File: src/core/pia_pkg.sv
// pia_pkg: constants, state types and carriers for the identifier and advertisement register block.
// assumes one 50 MHz clock with a synchronous active-high reset; no timescale here.
package pia_pkg;

   // management register addresses
   localparam logic [4:0] PIA_ADDR_STATUS = 5'h01;
   localparam logic [4:0] PIA_ADDR_IDENT_HIGH = 5'h02;
   localparam logic [4:0] PIA_ADDR_IDENT_LOW = 5'h03;
   localparam logic [4:0] PIA_ADDR_ADVERT = 5'h04;

   // advertisement register fields
   localparam int PIA_ADV_NEXT_PAGE = 15;
   localparam int PIA_ADV_RESERVED_HI = 14;
   localparam int PIA_ADV_REMOTE_FAULT = 13;
   localparam int PIA_ADV_RESERVED_LO = 12;
   localparam int PIA_ADV_ASYM_PAUSE = 11;
   localparam int PIA_ADV_PAUSE = 10;
   localparam int PIA_ADV_FOUR_PAIR = 9;
   localparam int PIA_ADV_STRAP_MSB = 8;
   localparam int PIA_ADV_STRAP_LSB = 5;
   localparam int PIA_ADV_SEL_MSB = 4;
   localparam int PIA_ADV_SEL_LSB = 0;
   localparam logic [15:0] PIA_ADV_RESET = 16'h0001;
   localparam logic [15:0] PIA_ADV_WR_MASK = 16'hbdff;
   localparam logic [15:0] PIA_ADV_RD_MASK = 16'hadff;

   // identifier register fields
   localparam int PIA_ID_UPPER_LSB = 10;
   localparam int PIA_ID_MODEL_LSB = 4;
   localparam int PIA_ID_REV_LSB = 0;

   // status register field
   localparam int PIA_STATUS_AN_DONE = 5;

   // pause resolution field position in the phy control register
   localparam int PIA_PAUSE_RES_LSB = 12;

   // management frame encodings and bit counts
   localparam logic [1:0] PIA_OP_READ = 2'b10;
   localparam logic [1:0] PIA_OP_WRITE = 2'b01;
   localparam logic [4:0] PIA_OP_LAST = 5'h01;
   localparam logic [4:0] PIA_ADDR_LAST = 5'h04;
   localparam logic [4:0] PIA_TA_LAST = 5'h01;
   localparam logic [4:0] PIA_DATA_LAST = 5'h0f;
   localparam int PIA_SYNC_W = 11;

   typedef enum logic [2:0] {
      PIA_IDLE,
      PIA_PRE,
      PIA_START,
      PIA_OPCODE,
      PIA_PHYAD,
      PIA_REGAD,
      PIA_TURN,
      PIA_DATA
   } pia_state_t;

   typedef struct packed {
      pia_state_t state;
      logic [4:0] cnt;
      logic [1:0] op;
      logic [4:0] phyad;
      logic [4:0] regad;
      logic [15:0] shift;
      logic hit;
      logic mdc_prev;
      logic mdio_out;
      logic mdio_oe;
      logic [15:0] advert;
      logic strap_pending;
   } pia_ctx_t;

   typedef struct packed {
      logic pause;
      logic asym;
   } pia_pause_t;

   typedef struct packed {
      logic tx_pause;
      logic rx_pause;
   } pia_pause_res_t;

endpackage : pia_pkg

File: src/core/pia_pause_res.sv
// pia_pause_res: resolves local and partner pause abilities into transmit and receive pause enables.
// assumes partner ability is valid once negotiation has completed; result is zero before that.
`timescale 1ns/1ps
module pia_pause_res
   import pia_pkg::*;
(
   input wire logic clk,
   input wire logic rst,
   input wire logic an_done,
   input pia_pause_t local_ab,
   input pia_pause_t partner_ab,
   output pia_pause_res_t res
);

   pia_pause_res_t res_reg;
   pia_pause_res_t res_next;

   always_comb begin
      res_next = '0;
      if (an_done) begin
         if (local_ab.pause && partner_ab.pause) begin
            res_next.tx_pause = 1'b1;
            res_next.rx_pause = 1'b1;
         end else if (!local_ab.pause && local_ab.asym && partner_ab.pause && partner_ab.asym) begin
            res_next.tx_pause = 1'b1;
         end else if (local_ab.pause && local_ab.asym && !partner_ab.pause && partner_ab.asym) begin
            res_next.rx_pause = 1'b1;
         end
      end
   end

   always_ff @(posedge clk) begin
      if (rst) begin
         res_reg <= '0;
      end else begin
         res_reg <= res_next;
      end
   end

   assign res = res_reg;

endmodule : pia_pause_res

File: src/core/pia_regs.sv
// pia_regs: identifier and auto-negotiation advertisement registers behind a serial management slave.
// assumes mdc at no more than one eighth of clk; mdc, mdio and straps are asynchronous pins.
`timescale 1ns/1ps

// How it works
// - first identifier register returns vendor identifier bits three to eighteen.
// - second identifier register bits 15:10 carry vendor identifier bits nineteen to twenty-four.
// - second identifier register bits 9:4 hold the six-bit model number.
// - second identifier register bits 3:0 hold the four-bit model revision.
// - the held advertisement word is what negotiation sends to the partner.
// - bit 15 is read-write next page request, reset zero.
// - bit 14 ignores writes and reads zero.
// - bit 13 is read-write remote fault advertisement, reset zero.
// - bit 12 is read-write, resets zero, reads zero; software writes zero.
// - bit 11 is read-write asymmetric pause ability, reset zero.
// - bit 10 is read-write symmetric pause ability, reset zero.
// - pause resolution outcome reported in phy control register bits 13:12.
// - bit 9 four-pair ability is permanently zero.
// - bits 8:5 are read-write technology abilities reset from straps.
// - bits 4:0 are read-write selector resetting to the 802.3u code.
// - status register bit 5 reads one once negotiation has completed.
module pia_regs
   import pia_pkg::*;
#(
   // arbitrary identity values
   parameter logic [15:0] VENDOR_ID_UPPER = 16'h1234,
   parameter logic [5:0] VENDOR_ID_LOWER = 6'h15,
   parameter logic [5:0] MODEL_NUMBER = 6'h2a,
   parameter logic [3:0] MODEL_REVISION = 4'h3
) (
   input wire logic clk,
   input wire logic rst,
   input wire logic mdc,
   input wire logic mdio_i,
   output logic mdio_o,
   output logic mdio_oe,
   input wire logic [3:0] strap_ability,
   input wire logic [4:0] strap_phy_addr,
   input wire logic an_complete,
   input wire logic [15:0] partner_ability,
   output logic [15:0] advert_word,
   output logic [1:0] phy_control_pause_res
);

   pia_ctx_t cur_reg;
   pia_ctx_t cur_next;

   logic [PIA_SYNC_W-1:0] pins_raw;
   logic [PIA_SYNC_W-1:0] pins_sync;
   logic mdc_s;
   logic mdio_s;
   logic [3:0] strap_s;
   logic [4:0] phy_addr_s;
   logic mdc_rise;
   logic [4:0] phyad_full;
   logic [4:0] regad_full;
   logic [15:0] write_word;
   logic addr_hit;
   pia_pause_t local_ab;
   pia_pause_t partner_ab;
   pia_pause_res_t pause_res;

   assign pins_raw = {mdc, mdio_i, strap_ability, strap_phy_addr};

   pia_sync #(
      .W(PIA_SYNC_W)
   ) u_sync (
      .clk(clk),
      .rst(rst),
      .async_in(pins_raw),
      .sync_out(pins_sync)
   );

   assign mdc_s = pins_sync[10];
   assign mdio_s = pins_sync[9];
   assign strap_s = pins_sync[8:5];
   assign phy_addr_s = pins_sync[4:0];

   assign mdc_rise = mdc_s && !cur_reg.mdc_prev;
   assign phyad_full = {cur_reg.phyad[3:0], mdio_s};
   assign regad_full = {cur_reg.regad[3:0], mdio_s};
   assign write_word = {cur_reg.shift[14:0], mdio_s};
   assign addr_hit = (cur_reg.phyad == phy_addr_s);

   // register read decode; unmapped addresses read zero
   function automatic logic [15:0] pia_read_word(
      input logic [4:0] addr,
      input logic [15:0] adv,
      input logic an_done
   );
      logic [15:0] word;
      word = '0;
      unique case (addr)
         PIA_ADDR_STATUS: begin
            word[PIA_STATUS_AN_DONE] = an_done;
         end
         PIA_ADDR_IDENT_HIGH: begin
            word = VENDOR_ID_UPPER;
         end
         PIA_ADDR_IDENT_LOW: begin
            word[15:PIA_ID_UPPER_LSB] = VENDOR_ID_LOWER;
            word[9:PIA_ID_MODEL_LSB] = MODEL_NUMBER;
            word[3:PIA_ID_REV_LSB] = MODEL_REVISION;
         end
         PIA_ADDR_ADVERT: begin
            word = adv & PIA_ADV_RD_MASK;
         end
         default: begin
            word = '0;
         end
      endcase
      return word;
   endfunction : pia_read_word

   always_comb begin
      cur_next = cur_reg;
      cur_next.mdc_prev = mdc_s;

      // straps settle through the synchroniser, then seed the ability bits once
      if (cur_reg.strap_pending) begin
         cur_next.advert[PIA_ADV_STRAP_MSB:PIA_ADV_STRAP_LSB] = strap_s;
         cur_next.strap_pending = 1'b0;
      end

      if (mdc_rise) begin
         unique case (cur_reg.state)
            PIA_IDLE: begin
               if (mdio_s) begin
                  cur_next.state = PIA_PRE;
               end
            end
            PIA_PRE: begin
               // any run of ones counts as preamble, so suppressed preambles work
               if (!mdio_s) begin
                  cur_next.state = PIA_START;
               end
            end
            PIA_START: begin
               cur_next.cnt = '0;
               if (mdio_s) begin
                  cur_next.state = PIA_OPCODE;
               end else begin
                  cur_next.state = PIA_IDLE;
               end
            end
            PIA_OPCODE: begin
               cur_next.op = {cur_reg.op[0], mdio_s};
               if (cur_reg.cnt == PIA_OP_LAST) begin
                  cur_next.cnt = '0;
                  cur_next.state = PIA_PHYAD;
               end else begin
                  cur_next.cnt = cur_reg.cnt + 5'h01;
               end
            end
            PIA_PHYAD: begin
               cur_next.phyad = phyad_full;
               if (cur_reg.cnt == PIA_ADDR_LAST) begin
                  cur_next.cnt = '0;
                  cur_next.state = PIA_REGAD;
               end else begin
                  cur_next.cnt = cur_reg.cnt + 5'h01;
               end
            end
            PIA_REGAD: begin
               cur_next.regad = regad_full;
               if (cur_reg.cnt == PIA_ADDR_LAST) begin
                  cur_next.cnt = '0;
                  cur_next.state = PIA_TURN;
                  cur_next.hit = addr_hit && (cur_reg.op == PIA_OP_READ || cur_reg.op == PIA_OP_WRITE);
                  cur_next.shift = pia_read_word(regad_full, cur_reg.advert, an_complete);
               end else begin
                  cur_next.cnt = cur_reg.cnt + 5'h01;
               end
            end
            PIA_TURN: begin
               if (cur_reg.cnt == PIA_TA_LAST) begin
                  cur_next.cnt = '0;
                  cur_next.state = PIA_DATA;
                  if (cur_reg.hit && cur_reg.op == PIA_OP_READ) begin
                     cur_next.mdio_out = cur_reg.shift[15];
                     cur_next.shift = {cur_reg.shift[14:0], 1'b0};
                  end else begin
                     cur_next.shift = '0;
                  end
               end else begin
                  cur_next.cnt = cur_reg.cnt + 5'h01;
                  // first turnaround bit stays undriven, the second is driven low
                  if (cur_reg.hit && cur_reg.op == PIA_OP_READ) begin
                     cur_next.mdio_oe = 1'b1;
                     cur_next.mdio_out = 1'b0;
                  end
               end
            end
            PIA_DATA: begin
               if (cur_reg.op == PIA_OP_READ) begin
                  cur_next.mdio_out = cur_reg.shift[15];
                  cur_next.shift = {cur_reg.shift[14:0], 1'b0};
               end else begin
                  cur_next.shift = write_word;
               end
               if (cur_reg.cnt == PIA_DATA_LAST) begin
                  cur_next.cnt = '0;
                  cur_next.state = PIA_IDLE;
                  cur_next.mdio_oe = 1'b0;
                  cur_next.mdio_out = 1'b0;
                  cur_next.hit = 1'b0;
                  if (cur_reg.hit && cur_reg.op == PIA_OP_WRITE && cur_reg.regad == PIA_ADDR_ADVERT) begin
                     // read-only bits keep their value; bit 12 is stored but masked on read
                     cur_next.advert = (write_word & PIA_ADV_WR_MASK)
                                     | (cur_reg.advert & ~PIA_ADV_WR_MASK);
                  end
                  // identifier addresses fall through here with no store
               end else begin
                  cur_next.cnt = cur_reg.cnt + 5'h01;
               end
            end
         endcase
      end
   end

   always_ff @(posedge clk) begin
      if (rst) begin
         cur_reg.state <= PIA_IDLE;
         cur_reg.cnt <= '0;
         cur_reg.op <= '0;
         cur_reg.phyad <= '0;
         cur_reg.regad <= '0;
         cur_reg.shift <= '0;
         cur_reg.hit <= 1'b0;
         cur_reg.mdc_prev <= 1'b0;
         cur_reg.mdio_out <= 1'b0;
         cur_reg.mdio_oe <= 1'b0;
         cur_reg.advert <= PIA_ADV_RESET;
         cur_reg.strap_pending <= 1'b1;
      end else begin
         cur_reg <= cur_next;
      end
   end

   // ability word handed to the negotiation engine
   assign advert_word = cur_reg.advert;

   assign local_ab.pause = cur_reg.advert[PIA_ADV_PAUSE];
   assign local_ab.asym = cur_reg.advert[PIA_ADV_ASYM_PAUSE];
   assign partner_ab.pause = partner_ability[PIA_ADV_PAUSE];
   assign partner_ab.asym = partner_ability[PIA_ADV_ASYM_PAUSE];

   pia_pause_res u_pause (
      .clk(clk),
      .rst(rst),
      .an_done(an_complete),
      .local_ab(local_ab),
      .partner_ab(partner_ab),
      .res(pause_res)
   );

   assign phy_control_pause_res = {pause_res.tx_pause, pause_res.rx_pause};

   assign mdio_o = cur_reg.mdio_out;
   assign mdio_oe = cur_reg.mdio_oe;

endmodule : pia_regs

File: src/core/pia_sync.sv
// pia_sync: two-stage synchroniser for a bundle of slow pins.
// assumes every bit is independent or quasi-static, so per-bit skew is harmless.
`timescale 1ns/1ps
module pia_sync
   import pia_pkg::*;
#(
   parameter int W = PIA_SYNC_W
) (
   input wire logic clk,
   input wire logic rst,
   input wire logic [W-1:0] async_in,
   output logic [W-1:0] sync_out
);

   typedef struct packed {
      logic [W-1:0] stage1;
      logic [W-1:0] stage2;
   } pia_sync_t;

   pia_sync_t sync_reg;
   pia_sync_t sync_next;

   always_comb begin
      sync_next.stage1 = async_in;
      sync_next.stage2 = sync_reg.stage1;
   end

   // no reset: pins keep flowing through reset, so straps are settled when it releases
   always_ff @(posedge clk) begin
      sync_reg <= sync_next;
   end

   assign sync_out = sync_reg.stage2;

endmodule : pia_sync

File: config.mk
export PLATFORM = sky130hd
export DESIGN_NAME = pia_regs
export DESIGN_NICKNAME = d
export VERILOG_FILES = /design/src/core/pia_pkg.sv /design/src/core/pia_pause_res.sv /design/src/core/pia_regs.sv /design/src/core/pia_sync.sv
export SDC_FILE = /design/constraint.sdc
export NUM_CORES = 1
export LEC_CHECK = 0
export BUFFER_PORTS_ARGS = -buffer_cell sky130_fd_sc_hd__buf_2
export CAP_MARGIN = 20
export CORE_UTILIZATION = 40
export CTS_BUF_LIST = sky130_fd_sc_hd__clkbuf_8
export DETAILED_ROUTE_END_ITERATION = 7
export PLACE_DENSITY = 0.57
export SYNTH_ARGS = -nofsm -noshare
export SYNTH_HDL_FRONTEND = slang
export SYNTH_SLANG_ARGS = --single-unit
File: constraint.sdc
create_clock -name clk -period 5.5 [get_ports clk]
set_clock_uncertainty 0.2 [all_clocks]
set_input_delay 1.1 -clock clk [delete_from_list [all_inputs] [get_ports clk]]
set_output_delay 1.1 -clock clk [all_outputs]
set_load 0.02 [all_outputs]
==> impl_results.md <==
* Die Span Y at between 90 and 100 um
* Fill count at roughly 870
* Post-CTS sizing at 0
* Worst-Skew Late Latency at around 350 ps
* Worst Path Arrival at between 2000 and 3000 ps
* R2R Setup Slk at between 2000 and 3000 ps
* Yosys warnings at 0
* Status: complete, no violations
* RSZ-0062 raised after global routing: false
* Synth cell types at 56
* Antenna violations before repair at 0
* Standby leakage power at between 1 and 1.5 nW
* Max cap viols at 0
* Antenna diode count at 0
* Setup Viol. Count Final at 0
* DRC violations left at 0
* Min Tclk post-route at between 2000 and 3000 ps
* CTS Hold Bufs at 0
* Area of the mapped netlist at approximately 3600 sq um
* Worst Path Required at 5500 ps
* Post-synthesis sequential area ratio at 0.445
* CTS tree: done
* Reg2reg path depth at 6
* Num rows at 34
* Slew @ Worst Pin at roughly 910 ps
* Initial DRT Pass Iterations at 5
* Post-synth top flop: dfxtp_1
* DP Worst Slack at approximately 2500 ps
* Final nets at approximately 430
* Power per Cell Area at 276 nW/um^2
* DRT iter0 DRCs at between 200 and 300
* Ys async rst share at 0
* Kind of critical path: reg -> reg
* Clock transition at path regs at 90 ps
* IO Port Bufs at 33
* Syn Inst Count at approximately 390
* Area of the multi-input gates at 1690 sq um
* Syn-to-layout area delta at 7.64%
* Drt total wl at approximately 7800 um
* RR Endpoint: cur_reg[21]$_SDFFE_PP0P_
* Via count of the first global-routing pass at roughly 2500
* CTS sink cnt at between 70 and 80
* Post-CTS Setup Inserts at 0
* Gpl congestion at 0.810
* First-pass GRT wire length at roughly 13000 um
* Vias at 2831
* Setup ws final at around 2500 ps
* HP Class: reg -> reg
* Post-synthesis sequential element count at 79
* Total grt overflow at 0
* Fmax at about 330 MHz
* Layout cells sized above 1 at 0.159
* Max FFs per register at 39
* FF-to-FF Start: cur_reg[49]$_SDFFE_PP0P_
* EDFF count, synth at 0
* Final Cycle Share at 0.544
* TNS Setup at 0 ps
* CTS Buffer Depth at 2
* Hold path depth at 0
* FF/Latch Area at ~1600 sq um
* H-tree depth at 3
* Mapped Avg Cell Area at 9.23 sq um
* Ports at 50
* Vias per inst at 5.63
* Die ar. at between 9000 and 10000 sq um
* GRT Util Overall at 0.181
* Die Span X at about 96 um
* Crit path max fanout at 17
* Core area at about 8700 sq um
* End of the worst hold path: u_sync.sync_out[0]$_DFF_P_
* Slew Limit Fails at 0
* Relative slew slack at 0.390
* Post-DR wirelength/cell at ~16 um
* Hold path start: u_sync.sync_next[0]$_DFF_P_
* Hold violation total from the final report at 0
* Max VDD drop at ~140 uV
* Startpoint types: flip-flop
* Root Driver: clkbuf_8
* Endpoint class of the critical path: flip-flop
* CTS buffer count at 9
* Largest net degree at the start of global routing at 60
* Final core utilization at 0.441
* ANT nets after route at 0
* Initial core utilization at 0.410
* Final HPWL DP at roughly 5000 um
-- area by class of cell --
cell class	instances	area share
Clock inverter	5	0.0101
Sequential cell	79	0.413
Timing Repair Buffer	36	0.0517
Tap cell	108	0.0353
Inverter	9	0.00883
Clock buffer	11	0.0396
Multi-Input combinational cell	255	0.441
-- metal layers --
| metal | wire (um) | vias to the layer above | GRT usage |
|---|---|---|---|
| met5 | 0 | - | 0 |
| met4 | 125 | 0 | 0.0697 |
| met3 | 492 | 13 | 0.0379 |
| met2 | 3330 | 95 | 0.271 |
| met1 | 3850 | 1323 | 0.252 |
| li1 | - | 1400 | - |
-- critical path, cell delays in order (launching register included) --
cell and delay [ps]:
dfxtp_1 350, inv_1 90, ha_1 160, nor4bb_1 750, o2111a_2 530, or2_1 590, a311oi_1 180
-- metrics by stage --
| step | power (mW) | area [sq um] | std cells | hold WS (ps) |
|---|---|---|---|---|
| finish | 1.05 | 3830 | 503 | 129 |
| CTS | 1.06 | 3800 | 501 | 131 |
| detailed placement | 0.650 | 3610 | 485 | 112 |
| global route | 1.10 | 3830 | 503 | 136 |
| global placement | 0.650 | 3610 | 485 | 110 |
| floorplan | 0.641 | 3560 | 386 | 110 |
-- how the worst max path moves through the flow --
stage	cells after the start	to	start
floorplan	6	cur_reg[56]$_SDFFE_PP0P_	cur_reg[49]$_SDFFE_PP0P_
global placement	5	cur_reg[21]$_SDFFE_PP0P_	cur_reg[49]$_SDFFE_PP0P_
detailed placement	6	cur_reg[26]$_SDFFE_PP0P_	cur_reg[50]$_SDFFE_PP0P_
CTS	6	cur_reg[21]$_SDFFE_PP0P_	cur_reg[50]$_SDFFE_PP0P_
global route	4	cur_reg[21]$_SDFFE_PP0P_	cur_reg[56]$_SDFFE_PP0P_
finish	6	cur_reg[21]$_SDFFE_PP0P_	cur_reg[49]$_SDFFE_PP0P_
-- synthesized netlist by cell type, drive strengths merged, types with 3 or more instances --
master / number / area, sq um
o21ai: 16 / 80.1
buf: 23 / 180
or3: 3 / 20.0
nor4b: 3 / 26.3
o22ai: 6 / 37.5
xor2: 5 / 43.8
inv: 9 / 33.8
nor3: 32 / 165
a221oi: 4 / 35.0
nand3b: 7 / 52.6
nor4: 4 / 40.0
a211oi: 18 / 145
a21oi: 31 / 155
o211ai: 3 / 22.5
nand2b: 4 / 25.0
nand3: 15 / 75.1
ha: 8 / 100
nor2: 19 / 71.3
nor4bb: 3 / 30.0
a22oi: 7 / 52.6
dfxtp: 79 / 1580
mux2i: 13 / 130
clkbuf: 20 / 75.1
nand2: 11 / 41.3
and3: 5 / 31.3
nor2b: 8 / 50.1
-- report_power, final --
part / switching, mW / total (mW) / leakage, nW / internal [mW]
combinational: 0.0250 / 0.0426 / 0.643 / 0.0176
sequential: 0.0128 / 0.597 / 0.646 / 0.584
clock: 0.223 / 0.415 / 0.0963 / 0.192
total: 0.261 / 1.05 / 1.39 / 0.794
-- cell families (layout without fill, tap and decap cells) --
family	Yosys count	in the layout	share of synthesized area
compound gates	96	96	0.177
xor+xnor	7	7	0.0172
fa+ha+maj	8	8	0.0282
other cells	1	2	0.00105
mux	14	14	0.0398
simple gates	128	128	0.210
buf+inv	52	61	0.0813
flops	79	79	0.445
-- placed cells by master, fill, tap and decap left out, types with 3 or more instances in the layout --
cell | Yosys | routed
a211oi_1 | 16 | 16
a21oi_1 | 31 | 31
a221oi_1 | 4 | 4
a22oi_1 | 7 | 7
and3_1 | 5 | 5
buf_2 | 3 | 33
clkbuf_8 | 0 | 11
dfxtp_1 | 79 | 79
ha_1 | 8 | 8
inv_1 | 9 | 9
mux2i_1 | 13 | 13
nand2_1 | 11 | 11
nand2b_1 | 4 | 4
nand3_1 | 15 | 15
nand3b_1 | 7 | 7
nor2_1 | 19 | 19
nor2b_1 | 8 | 8
nor3_1 | 31 | 31
nor4_1 | 3 | 3
nor4b_1 | 3 | 3
nor4bb_1 | 3 | 3
o211ai_1 | 3 | 3
o21ai_0 | 16 | 16
o22ai_1 | 6 | 6
xor2_1 | 5 | 5
No activity file was read; power rests on OpenSTA's default activity.
